==> config.mk <==
export PLATFORM = sky130hd
export DESIGN_NAME = ahp_host_port
export DESIGN_NICKNAME = d
export VERILOG_FILES = /design/src/pkg/ahp_pkg.sv /design/src/pkg/ahp_sync_if.sv /design/src/hw/ahp_sync.sv /design/src/hw/ahp_host_port.sv
export VERILOG_INCLUDE_DIRS = /design/src /design/src/pkg
export SDC_FILE = /design/constraint.sdc
export NUM_CORES = 1
export LEC_CHECK = 0
export ABC_AREA = 1
export BUFFER_PORTS_ARGS = -buffer_cell sky130_fd_sc_hd__buf_2
export CAP_MARGIN = 20
export CORE_AREA = 2 2 155 157
export CTS_CLUSTER_DIAMETER = 40
export DETAILED_ROUTE_END_ITERATION = 10
export DIE_AREA = 0 0 157 159
export GPL_ROUTABILITY_DRIVEN = 0
export PLACE_DENSITY = 0.76
export SLEW_MARGIN = 0
export SYNTH_ARGS = -nofsm -noshare
export SYNTH_HDL_FRONTEND = slang
export SYNTH_SLANG_ARGS = --single-unit
==> constraint.sdc <==
create_clock -name pclk -period 5.2 [get_ports pclk]
set_input_delay 1.04 -clock pclk [delete_from_list [all_inputs] [get_ports pclk]]
set_output_delay 1.04 -clock pclk [all_outputs]
set_load 0.05 [all_outputs]
==> src/pkg/ahp_params.svh <==
`ifndef AHP_PARAMS_SVH
`define AHP_PARAMS_SVH
// apb register byte offsets
`define AHP_OFF_CTRL0 8'h00
`define AHP_OFF_CTRL1 8'h04
`define AHP_OFF_CHAN 8'h08
`define AHP_OFF_STATUS 8'h0C
// control registers loaded from the host pins
`define AHP_CTRL_W 10
`define AHP_CTRL0_RST 10'h000
`define AHP_CTRL1_RST 10'h030
`define AHP_FRST_BIT 1
`define AHP_THR_LSB 2
`define AHP_THR_MSB 3
`define AHP_FORM_BIT 4
`define AHP_POL_BIT 5
`define AHP_RW_BIT 6
// channel count register, code is active channels minus one
`define AHP_CHAN_RST 2'h0
// status register fields
`define AHP_STAT_FILL_LSB 0
`define AHP_STAT_FLAG_BIT 6
`define AHP_STAT_OVF_BIT 8
// synchronised pin vector positions
`define AHP_PIN_SELN 0
`define AHP_PIN_SELH 1
`define AHP_PIN_RDN 2
`define AHP_PIN_WRN 3
`define AHP_PIN_RSEL 4
`define AHP_PIN_SCLK 5
`define AHP_PIN_DATA 6
`define AHP_PIN_RST 6'h0D
// threshold tables, 5 bits per code, code 0 in the low bits
`define AHP_THR_W 5
`define AHP_THR_CH1 20'h72081
`define AHP_THR_CH2 20'h62082
`define AHP_THR_CH3 20'h624C3
`define AHP_THR_CH4 20'h63104
`endif

==> src/pkg/ahp_pkg.sv <==
package ahp_pkg;
  // flag sequencer states
  typedef enum logic [3:0] {
    AHP_ARMED = 4'h1,
    AHP_LEVEL = 4'h2,
    AHP_PULSE = 4'h4,
    AHP_DRAIN = 4'h8
  } ahp_flag_state_type;
endpackage : ahp_pkg

==> src/pkg/ahp_sync_if.sv <==
`timescale 1ns/100ps
`default_nettype none
// raw pin levels in, filtered levels out
interface ahp_sync_if #(parameter int W = 16);
  logic [W-1:0] raw;
  logic [W-1:0] clean;
  modport src(output raw, input clean);
  modport snk(input raw, output clean);
endinterface : ahp_sync_if
`default_nettype wire

==> src/hw/ahp_sync.sv <==
`timescale 1ns/100ps
`default_nettype none
module ahp_sync #(
  parameter int W = 16,
  parameter logic [W-1:0] RST = '0
) (
  input wire logic pclk,
  input wire logic presetn,
  input wire logic clk_en,
  ahp_sync_if.snk port
);
  logic [W-1:0] s1_reg;
  logic [W-1:0] s2_reg;
  logic [W-1:0] s3_reg;
  logic [W-1:0] clean_reg;

  ////////////////////////////////////////////////////////////////
  // three stage chain, first stage read only by the second
  always_ff @(posedge pclk or negedge presetn) begin
    if (!presetn) begin
      s1_reg <= RST;
      s2_reg <= RST;
      s3_reg <= RST;
    end else if (clk_en) begin
      s1_reg <= port.raw;
      s2_reg <= s1_reg;
      s3_reg <= s2_reg;
    end
  end

  ////////////////////////////////////////////////////////////////
  // a bit changes only once stages two and three agree
  genvar i;
  for (i = 0; i < W; i++) begin : g_bit
    always_ff @(posedge pclk or negedge presetn) begin
      if (!presetn) begin
        clean_reg[i] <= RST[i];
      end else if (clk_en && (s2_reg[i] == s3_reg[i])) begin
        clean_reg[i] <= s3_reg[i];
      end
    end
  end

  assign port.clean = clean_reg;
endmodule : ahp_sync
`default_nettype wire

==> src/hw/ahp_host_port.sv <==
// Function
// - threshold code comes from control register 1 bits 3 (msb) and 2.
// - one channel codes give 1,4,8,14; two channels give 2,4,8,12.
// - three channels give 3,6,9,12; four give 4,8,12, code 11 reserved.
// - each differential pair or single input counts as one channel.
// - flag goes active in its chosen form when fill reaches threshold.
// - results leave the fifo in the order they were stored.
// - read strobe is both selects and read, with write inactive.
// - each read strobe pops one word and enables the data drivers.
// - write strobe is both selects and write, with read inactive.
// - write strobe loads the bus word into control register 0 or 1.
// - write pin may serve as a combined direction input.
// - control register 1 bit 4 picks level (0) or pulse (1).
// - control register 1 bit 5 picks active low (0) or high (1).
// - level flag drops when the first of the threshold reads starts.
// - level condition is checked again after threshold reads complete.
// - pulse lasts half a sampling clock period.
// - no new pulse until threshold results before the last are read.
// - control register 1 bit 6 set selects combined direction mode.
// - in combined mode direction high means read, low means write.
//
// Local design decisions: the address map and the APB slave port.
`include "ahp_params.svh"
`timescale 1ns/100ps
`default_nettype none
module ahp_host_port #(
  parameter int DW = 10,
  parameter int DEPTH = 16
) (
  input wire logic pclk,
  input wire logic presetn,
  input wire logic clk_en,
  input wire logic psel,
  input wire logic penable,
  input wire logic pwrite,
  input wire logic [7:0] paddr,
  input wire logic [31:0] pwdata,
  output logic [31:0] prdata,
  output logic pready,
  output logic pslverr,
  input wire logic select_low_n,
  input wire logic select_high,
  input wire logic rd_n,
  input wire logic wr_n,
  input wire logic reg_sel,
  input wire logic sampling_clock_in,
  input wire logic [DW-1:0] data_in,
  output logic [DW-1:0] data_out,
  output logic data_oe,
  output logic results_ready_flag,
  input wire logic result_valid,
  input wire logic [DW-1:0] result_data
);
  localparam int AW = $clog2(DEPTH);
  localparam int PW = `AHP_PIN_DATA + DW;
  localparam int TW = `AHP_THR_W;

  ////////////////////////////////////////////////////////////////
  // threshold lookup by channel code and selection code
  function automatic logic [TW-1:0] thr_decode(input logic [1:0] chan,
                                               input logic [1:0] code);
    logic [4*TW-1:0] tbl;
    tbl = '0;
    unique case (chan)
      2'h0: tbl = `AHP_THR_CH1;
      2'h1: tbl = `AHP_THR_CH2;
      2'h2: tbl = `AHP_THR_CH3;
      2'h3: tbl = `AHP_THR_CH4;
    endcase
    return tbl[code*TW +: TW];
  endfunction : thr_decode

  ////////////////////////////////////////////////////////////////
  // pin synchroniser
  ahp_sync_if #(.W(PW)) pin_if();
  assign pin_if.raw = {data_in, sampling_clock_in, reg_sel, wr_n, rd_n,
                       select_high, select_low_n};

  ahp_sync #(
    .W(PW),
    .RST({{DW{1'b0}}, `AHP_PIN_RST})
  ) u_sync (
    .pclk(pclk),
    .presetn(presetn),
    .clk_en(clk_en),
    .port(pin_if.snk)
  );

  wire logic seln = pin_if.clean[`AHP_PIN_SELN];
  wire logic selh = pin_if.clean[`AHP_PIN_SELH];
  wire logic rdn = pin_if.clean[`AHP_PIN_RDN];
  wire logic wrn = pin_if.clean[`AHP_PIN_WRN];
  wire logic rsel = pin_if.clean[`AHP_PIN_RSEL];
  wire logic sclk = pin_if.clean[`AHP_PIN_SCLK];
  wire logic [DW-1:0] pin_data = pin_if.clean[`AHP_PIN_DATA +: DW];

  ////////////////////////////////////////////////////////////////
  // state
  logic [`AHP_CTRL_W-1:0] ctrl0_reg;
  logic [`AHP_CTRL_W-1:0] ctrl1_reg;
  logic [1:0] chan_reg;
  logic rd_int_reg;
  logic wr_int_reg;
  logic wr_sel_reg;
  logic [DW-1:0] wr_data_reg;
  logic sclk_reg;
  logic [DW-1:0] mem [DEPTH];
  logic [AW:0] wptr_reg;
  logic [AW:0] rptr_reg;
  logic ovf_reg;
  logic [DW-1:0] dout_reg;
  logic [TW-1:0] left_reg;
  logic [TW-1:0] left_next;
  logic flag_reg;
  logic [31:0] prdata_reg;
  ahp_pkg::ahp_flag_state_type state_reg;
  ahp_pkg::ahp_flag_state_type state_next;

  ////////////////////////////////////////////////////////////////
  // internal strobes from selects, read and write pins
  wire logic rw_mode = ctrl1_reg[`AHP_RW_BIT];
  wire logic sel_ok = ~seln & selh;
  // combined mode: write pin high reads, low writes, read pin ignored
  wire logic rd_int = sel_ok & wrn & (rw_mode | ~rdn);
  wire logic wr_int = sel_ok & ~wrn & (rw_mode | rdn);
  wire logic rd_start = rd_int & ~rd_int_reg;
  wire logic wr_end = ~wr_int & wr_int_reg;

  ////////////////////////////////////////////////////////////////
  // fifo status and threshold decode
  wire logic [AW:0] fill = wptr_reg - rptr_reg;
  wire logic full = fill == (AW+1)'(DEPTH);
  wire logic empty = fill == '0;
  wire logic push = result_valid & ~full;
  wire logic pop = rd_start & ~empty;
  wire logic [1:0] thr_code = {ctrl1_reg[`AHP_THR_MSB],
                               ctrl1_reg[`AHP_THR_LSB]};
  // chan_reg holds one channel count code, each pair or single input one channel
  wire logic [TW-1:0] thr = thr_decode(chan_reg, thr_code);
  wire logic thr_met = (TW+1)'(fill) >= (TW+1)'(thr);
  wire logic pulse_form = ctrl1_reg[`AHP_FORM_BIT];
  wire logic pol = ctrl1_reg[`AHP_POL_BIT];
  wire logic sclk_rise = sclk & ~sclk_reg;
  wire logic sclk_fall = ~sclk & sclk_reg;
  wire logic frst = wr_end & wr_sel_reg & wr_data_reg[`AHP_FRST_BIT];

  ////////////////////////////////////////////////////////////////
  // strobe edges and write capture
  always_ff @(posedge pclk or negedge presetn) begin
    if (!presetn) begin
      rd_int_reg <= 1'b0;
      wr_int_reg <= 1'b0;
      wr_sel_reg <= 1'b0;
      wr_data_reg <= '0;
      sclk_reg <= 1'b0;
    end else if (clk_en) begin
      rd_int_reg <= rd_int;
      wr_int_reg <= wr_int;
      sclk_reg <= sclk;
      if (wr_int) begin
        wr_sel_reg <= rsel;
        wr_data_reg <= pin_data;
      end
    end
  end

  ////////////////////////////////////////////////////////////////
  // control registers commit at the end of the write strobe
  always_ff @(posedge pclk or negedge presetn) begin
    if (!presetn) begin
      ctrl0_reg <= `AHP_CTRL0_RST;
      ctrl1_reg <= `AHP_CTRL1_RST;
    end else if (clk_en && wr_end) begin
      if (wr_sel_reg) begin
        ctrl1_reg <= wr_data_reg[`AHP_CTRL_W-1:0];
      end else begin
        ctrl0_reg <= wr_data_reg[`AHP_CTRL_W-1:0];
      end
    end
  end

  ////////////////////////////////////////////////////////////////
  // result fifo, strict first in first out
  always_ff @(posedge pclk) begin
    if (clk_en && push) begin
      mem[wptr_reg[AW-1:0]] <= result_data;
    end
  end

  always_ff @(posedge pclk or negedge presetn) begin
    if (!presetn) begin
      wptr_reg <= '0;
      rptr_reg <= '0;
      dout_reg <= '0;
    end else if (clk_en) begin
      if (frst) begin
        wptr_reg <= '0;
        rptr_reg <= '0;
      end else begin
        if (push) begin
          wptr_reg <= wptr_reg + 1'b1;
        end
        if (pop) begin
          rptr_reg <= rptr_reg + 1'b1;
        end
      end
      if (pop) begin
        dout_reg <= mem[rptr_reg[AW-1:0]];
      end
    end
  end

  ////////////////////////////////////////////////////////////////
  // reads still owed since the last assertion
  always_comb begin
    left_next = left_reg;
    if (rd_start && left_reg != '0) begin
      left_next = left_reg - 1'b1;
    end
  end

  ////////////////////////////////////////////////////////////////
  // flag sequencer
  always_comb begin
    state_next = state_reg;
    unique case (state_reg)
      ahp_pkg::AHP_ARMED: begin
        if (thr_met && !pulse_form) begin
          state_next = ahp_pkg::AHP_LEVEL;
        end else if (thr_met && sclk_rise) begin
          state_next = ahp_pkg::AHP_PULSE;
        end
      end
      ahp_pkg::AHP_LEVEL: begin
        if (rd_start) begin
          // first read drops the flag
          state_next = ahp_pkg::AHP_DRAIN;
        end
      end
      ahp_pkg::AHP_PULSE: begin
        if (sclk_fall) begin
          state_next = ahp_pkg::AHP_DRAIN;
        end
      end
      ahp_pkg::AHP_DRAIN: begin
        if (left_next == '0) begin
          state_next = ahp_pkg::AHP_ARMED;
        end
      end
      default: begin
        state_next = ahp_pkg::AHP_ARMED;
      end
    endcase
  end

  wire logic flag_on_next = (state_next == ahp_pkg::AHP_LEVEL) ||
                            (state_next == ahp_pkg::AHP_PULSE);

  always_ff @(posedge pclk or negedge presetn) begin
    if (!presetn) begin
      state_reg <= ahp_pkg::AHP_ARMED;
      left_reg <= '0;
      flag_reg <= 1'b0;
    end else if (clk_en) begin
      state_reg <= state_next;
      if (state_reg == ahp_pkg::AHP_ARMED && state_next != ahp_pkg::AHP_ARMED) begin
        left_reg <= thr;
      end else begin
        left_reg <= left_next;
      end
      flag_reg <= flag_on_next ? pol : ~pol;
    end
  end

  ////////////////////////////////////////////////////////////////
  // overflow sticky bit, a new overflow beats the clear
  wire logic stat_hit = paddr == `AHP_OFF_STATUS;
  wire logic apb_wr = psel & penable & pwrite;
  wire logic ovf_clr = apb_wr & stat_hit & pwdata[`AHP_STAT_OVF_BIT];

  always_ff @(posedge pclk or negedge presetn) begin
    if (!presetn) begin
      ovf_reg <= 1'b0;
    end else if (clk_en) begin
      if (result_valid && full) begin
        ovf_reg <= 1'b1;
      end else if (ovf_clr) begin
        ovf_reg <= 1'b0;
      end
    end
  end

  ////////////////////////////////////////////////////////////////
  // apb decode and read mux
  wire logic hit_c0 = paddr == `AHP_OFF_CTRL0;
  wire logic hit_c1 = paddr == `AHP_OFF_CTRL1;
  wire logic hit_ch = paddr == `AHP_OFF_CHAN;
  wire logic hit = hit_c0 | hit_c1 | hit_ch | stat_hit;
  wire logic [31:0] stat_word = 32'(ovf_reg) << `AHP_STAT_OVF_BIT |
                                32'(flag_on_next) << `AHP_STAT_FLAG_BIT |
                                32'(fill) << `AHP_STAT_FILL_LSB;
  wire logic [31:0] rd_mux = hit_c0 ? 32'(ctrl0_reg) :
                             hit_c1 ? 32'(ctrl1_reg) :
                             hit_ch ? 32'(chan_reg) :
                             stat_hit ? stat_word : 32'h0000_0000;

  // read data is caught in the setup cycle and held through access
  always_ff @(posedge pclk or negedge presetn) begin
    if (!presetn) begin
      prdata_reg <= 32'h0000_0000;
      chan_reg <= `AHP_CHAN_RST;
    end else if (clk_en) begin
      if (psel && !penable && !pwrite) begin
        prdata_reg <= rd_mux;
      end
      if (apb_wr && hit_ch) begin
        chan_reg <= pwdata[1:0];
      end
    end
  end

  ////////////////////////////////////////////////////////////////
  // outputs
  assign prdata = prdata_reg;
  assign pready = 1'b1;
  assign pslverr = psel & penable & ~hit;
  assign data_out = dout_reg;
  assign data_oe = rd_int_reg;
  assign results_ready_flag = flag_reg;
endmodule : ahp_host_port
`default_nettype wire

**Word-level counts from Yosys, hierarchy flattened**

Memories as Yosys holds them, arrays and structs flattened. A register that Yosys moved wholly into a read port is not among the register bits.
Index checks and enable logic that the tools add are counted.
Widths: inputs -> output; s select.

- RAM bits: 160
- Memories kept: 1
- Output and inout port bits: 46
- Logic and storage cells: 179
- Bits in registers: 153

Memory list:

| name | depth | width | rd ports | clocked after Yosys merged registers in | write ports | line | text |
|---|---|---|---|---|---|---|---|
| mem | 16 | 10 | 1 | 1 | 1 | ahp_host_port.sv:107 | `logic [DW-1:0] mem [DEPTH];` |

- Bitwise operators: 37
- $lt $le $gt $ge: 1
- Shifts and indexed selects: 1
- $add $sub $neg: 4
- $mul: 1
- Equal/unequal tests: 30
- Multiplexer cells: 22
- Reduce and logical (&&, ||, !) cells: 48

Operators by type and width:

| cell | number |
|---|---|
| $pmux 20 s4 | 1 |
| $mux 5 | 6 |
| $logic_and 1x1->1 | 26 |
| $mux 10 | 2 |
| $mux 4 | 5 |
| $shiftx 20x6->5 | 1 |
| $and 1x1->1 | 18 |
| $mux 9 | 2 |
| $reduce_and 2->1 | 9 |
| $eq 1x1->1 | 16 |
| $eq 8x4->1 const B | 2 |
| $pmux 4 s4 | 1 |
| $not 1->1 | 12 |
| $add 5x1->5 const B | 2 |
| $logic_not 5->1 | 2 |
| $or 9x5->9 | 1 |
| $or 9x7->9 | 1 |
| $eq 4x2->1 const B | 2 |
| $eq 4x3->1 const B | 2 |
| $eq 8x3->1 const B | 1 |
| $logic_not 8->1 | 1 |
| $reduce_bool 2->1 | 3 |
| $eq 5x5->1 const B | 1 |
| $ge 5x5->1 | 1 |
| other kinds (14) | 26 |

**Logic depth before layout (Yosys ltp)**

- Word-level depth: 18
- Gate-level depth with buffers: 21
- Depth with buffers taken out: 21

**Cells and area by module**

A second synthesis with hierarchy kept.

- Cell total of the unflattened synthesis: 1311
- Area total of the unflattened synthesis: 13371.6 sq um

By module, submodules not included:

| module | cells each | seq. area each (sq um) | times used | area each (sq um) |
|---|---|---|---|---|
| ahp_host_port | 977 | 6735.2 | 1 | 10651.5 |
| ahp_sync | 334 | 1616.6 | 1 | 2720.1 |

**Worst setup path before layout**

OpenSTA, ideal clock, no wires.

- Path type: input to output
- From: input port paddr[1]
- To: output port pslverr
- Stages: 5
- Buffers on the path: 0
- Data arrival time: 2.150 ns
- Setup slack: 2.010 ns
- Cells stage by stage: or2_1 -> nor3_1 -> nand2_1 -> nand4_1 -> nor2_1

- Word-level cells in the longest chain between the ends: 6

RTL lines:

| what | line | text |
|---|---|---|
| from (decl) | ahp_host_port.sv:36 | `input wire logic [7:0] paddr,` |
| $eq 8x3->1 (no line) or $logic_not 8->1 (tied branches) | n/a |  |
| $or 1x1->1 (2 in series) | ahp_host_port.sv:298 | `wire logic hit = hit_c0 \| hit_c1 \| hit_ch \| stat_hit;` |
| $or 1x1->1 * | ahp_host_port.sv:298 |  |
| $not 1->1 * | ahp_host_port.sv:326 | `assign pslverr = psel & penable & ~hit;` |
| $and 1x1->1 * | ahp_host_port.sv:326 |  |
| to (decl) | ahp_host_port.sv:40 | `output logic pslverr,` |

Mark *: on every way between the ends. The rest lies on a longest branch, timed or not.

**Worst setup path in the final report**

- From: register rptr_reg[2]
- To: memory mem[10][8] (enable)

- Word-level cells in the longest chain between the ends: 7

RTL lines:

| what | line | text |
|---|---|---|
| from (decl) | ahp_host_port.sv:109 | `logic [AW:0] rptr_reg;` |
| from (signal assigned) | ahp_host_port.sv:204 | `rptr_reg <= rptr_reg + 1'b1;` |
| $sub 5x5->5 | ahp_host_port.sv:131 | `wire logic [AW:0] fill = wptr_reg - rptr_reg;` |
| $eq 5x5->1 | ahp_host_port.sv:132 | `wire logic full = fill == (AW+1)'(DEPTH);` |
| $not 1->1 | ahp_host_port.sv:134 | `wire logic push = result_valid & ~full;` |
| $and 1x1->1 | ahp_host_port.sv:134 |  |
| $logic_and 1x1->1 | ahp_host_port.sv:185 | `if (clk_en && push) begin` |
| $mux 1 | ahp_host_port.sv:185 |  |
| $mux 1 (not written as such) | ahp_host_port.sv:186 | `mem[wptr_reg[AW-1:0]] <= result_data;` |
| to (decl) | ahp_host_port.sv:107 |  |

Every way passes these cells.

==> metrics.md <==
| Metric | Value |
|---|---|
| Final worst-path cycle share | 0.768 |
| Max-Cap Viols | 0 |
| Routed vias | 9,031 |
| Clock Tree Root | clkbuf_16 |
| Hold buffer count at cts | 0 |
| Antenna cell count | 0 |
| Post-synth top area share | 0.365 |
| Sequential share of power | 0.383 |
| Status | completed |
| Hpwl dp | 17,500 um |
| Fmax achieved | 250 MHz |
| Crit Path Class | reg2reg |
| Ys flop type | edfxtp_1 |
| CTS tree | yes |
| Global-route wire length before repair | 45,600 um |
| Yosys warning count | 0 |
| Sw Ratio | 0.361 |
| Synth Area in Simple Gates | 0.149 |
| Post-synthesis mux area share | 0.00171 |
| Layout cells sized above 1 | 0.165 |
| Worst clock skew | 0.0220 ns |
| Avg Inst Size Synth | 10.6 um2 |
| Synth top area cells | edfxtp_1, dfrtp_1, o21ai_0, nand2_1, nor2_1 |
| Synth Area in XOR/XNOR | 0.00390 |
| Total grt overflow | 0 |
| Adder-Cell Fraction of Synth Area | 0.0186 |
| Vias per cell | 5.48 |
| Post-CTS setup buffer count | 0 |
| Share of total power in combinational logic | 0.291 |
| Slew headroom | 0.287 |
| Final setup fails | 0 |
| LEAKAGE | 0.00610 uW |
| CP max FO | 17 |
| First drt pass iteration count | 5 |
| Number of global-route vias before repair | 9,139 |
| Pwr Density | 551 mW/mm2 |
| CP cell instances | clkinv_1 -> ha_1 -> xor2_1 -> nor3_1 -> nand2_2 -> inv_2 -> a21oi_4 -> nand2_1 -> nor2_1 |
| Synthesized area | 0.0132 mm2 |
| Sequential area share after synthesis | 0.635 |
| Top Ports | 119 |
| Asr flop ratio synth | 0.468 |
| Max VDD drop | 0.341 mV |
| Pre-CTS WS | 1.27 ns |
| Resize count post-CTS | 0 |
| Setup crit start kind | register |
| Post-synthesis register bit count | 301 |
| Cells after Synth | 1,237 |
| Iter 0 DRT Violations | 773 |
| WP data required | 5.33 ns |
| Clock sink count | 301 |
| Crit. End Element | register |
| Die width | 157 um |
| Area growth, synth to finish | 13.8% |
| Routed wire length per instance | 17.1 um |
| Buffers on Ports | 66 |
| Pint | 5270 uW |
| Largest register FFs | 160 |
| Net switching power figure | 2980 uW |
| CP Buf/Inv Count | 2 |
| Die area | 0.0250 mm2 |
| Largest family of logic cells by synthesized area | simple AND/OR/NAND/NOR gates |
| DRC errors left | 0 |
| GRT Total Usage | 0.230 |
| Initial antenna violation count | 0 |
| Worst-margin pin slew | 1.07 ns |
| RSZ-0062 raised after global routing | no |
| Largest net degree at the start of global routing | 106 |
| Layout fillers | 1,766 |
| Final Hold Vio Count | 0 |
| Synth area leader | edfxtp_1 |
| Family with the most delay on the worst path | simple AND/OR/NAND/NOR gates |
| Max Transition Viols Final | 0 |
| Setup TNS | 0 ns |
| Yosys cell types | 52 |
| Layout Nets | 1,390 |
| Crit path DAT | 4.12 ns |
| Final WL | 28,100 um |
| Longest Clk Path Bufs | 3 |
| Clock power share | 0.326 |
| CTS H-tree depth | 2 |
| Compound-cell area share of the yosys netlist | 0.131 |
| Final worst slack | 1.21 ns |
| Clock Latency Late Sink | 0.52 ns |
| Post-route minimum period | 3.99 ns |
| Worst hold path class | reg2reg |
| Initial Util | 0.567 |
| # rows | 56 |
| CTS clock-pin slew for the worst setup and hold paths | 0.06 ns |
| Die height | 159 um |
| Routed Antenna Nets | 0 |
| Crit path max-delay cell type | nor2_1 |
| Post-synth EDFFs | 160 |
| Critical Path Max Stage Delay | 0.83 ns |
| Clock buffer count from CTS | 39 |
| Core area | 0.0232 mm2 |
-- cells in the mapped netlist (2+ instances only) --
library cell and number:
a21oi_1 21, a221oi_1 2, a31oi_1 4, a41oi_2 9, buf_1 7, buf_2 2, buf_4 23, buf_6 2
clkbuf_1 41, clkinv_1 2, conb_1 2, dfrtp_1 126, dfstp_2 15, edfxtp_1 160, ha_1 18, inv_1 96
inv_2 6, mux2_2 2, nand2_1 216, nand2_2 6, nand2_4 2, nand3_1 35, nand3_2 5, nand4_1 10
nor2_1 129, nor2_2 14, nor2_4 4, nor3_1 10, nor3_2 2, nor3_4 2, o211ai_1 14, o21a_1 2
o21ai_0 179, o21ai_1 5, o221ai_1 20, o22ai_1 22, o31ai_1 3, or2_1 2, xor2_1 4
-- kinds of logic (layout without fill, tap and decap cells) --
group,Yosys count,in the layout
and+or+nand+nor,441,441
DFF,301,301
AOI/OAI and AO/OA,286,286
buffers and inverters,181,251
adders and majority gates,19,19
xor gates and xnor gates,5,5
other,2,23
muxes,2,2
-- cell type report --
class	instances	area, um2	share of cell area
Timing Repair Buffer	75	404	0.0270
Clock buffer	48	1080	0.0723
Clock inverter	23	249	0.0166
Sequential cell	301	8350	0.558
Multi-Input combinational cell	776	4090	0.273
Inverter	105	397	0.0265
Tap cell	319	399	0.0267
-- tightest hold or removal path, stage by stage, from the launching register on --
cell	delay [ns]
dfrtp_1	0.34
nand2_1	0.05
nand2_1	0.05
-- routing by layer --
metal  global-route usage  vias to the layer above  share of wire
met5                    0                        -              0
met4               0.0984                        0          0.035
met3               0.0354                       68          0.052
met2                0.406                      270           0.52
met1                0.279                     4349           0.39
li1                     -                     4344              -
-- metrics by stage --
| step | power [uW] | area (um2) | utilization | hold slack [ns] | instances |
|---|---|---|---|---|---|
| 2_1_floorplan | 4930 | 13200 | - | 0.442 | 1258 |
| 3_5_place_dp | 5570 | 13600 | 0.588 | 0.459 | 1575 |
| 4_1_cts | 8280 | 15000 | 0.645 | 0.473 | 1646 |
| 3_3_place_gp | 5470 | 13600 | 0.588 | 0.454 | 1575 |
| 6_report | 8250 | 15000 | 0.646 | 0.471 | 1647 |
| 5_1_grt | 8720 | 15000 | 0.646 | 0.489 | 1647 |
-- power by group through the flow --
stage                     clock network [uW]  registers [uW]  logic (uW)
after floorplan                            0            3290        1640
after global placement                     0            3180        2290
after detailed placement                   0            3200        2370
after CTS                               2720            3160        2400
after global routing                    2820            3200        2700
final                                   2690            3160        2400
-- worst paths after layout --
check                                        startpoint                            to  slack (ns)  cells past startpoint
max                             rptr_reg[2]$_DFFE_PN0P_          mem[10][8]$_DFFE_PP_        1.21                      9
min                        u_sync.s3_reg[8]$_DFFE_PN0P_  u_sync.s3_reg[8]$_DFFE_PN0P_        0.47                      2
max reg2reg                     rptr_reg[2]$_DFFE_PN0P_          mem[10][8]$_DFFE_PP_        1.21                      9
min in group asynchronous                       presetn  u_sync.s1_reg[5]$_DFFE_PN0P_        0.68                      1
min reg2reg                u_sync.s3_reg[8]$_DFFE_PN0P_  u_sync.s3_reg[8]$_DFFE_PN0P_        0.47                      2
max in group asynchronous                       presetn      ctrl1_reg[0]$_DFFE_PN0P_        3.45                      2
-- layout by cell type (no fill, tap or decap), types with 15 or more instances in the layout --
| master | netlist | routed |
|---|---|---|
| ha_1 | 18 | 18 |
| buf_2 | 2 | 65 |
| dfstp_2 | 15 | 15 |
| a21oi_1 | 21 | 21 |
| clkbuf_16 | 0 | 41 |
| nor2_1 | 129 | 129 |
| dfrtp_1 | 126 | 125 |
| conb_1 | 2 | 23 |
| o221ai_1 | 20 | 20 |
| nand3_1 | 35 | 35 |
| o21ai_0 | 179 | 179 |
| inv_1 | 96 | 96 |
| edfxtp_1 | 160 | 160 |
| nand2_1 | 216 | 216 |
| o22ai_1 | 22 | 22 |
Power figures use the tool's default switching activity.
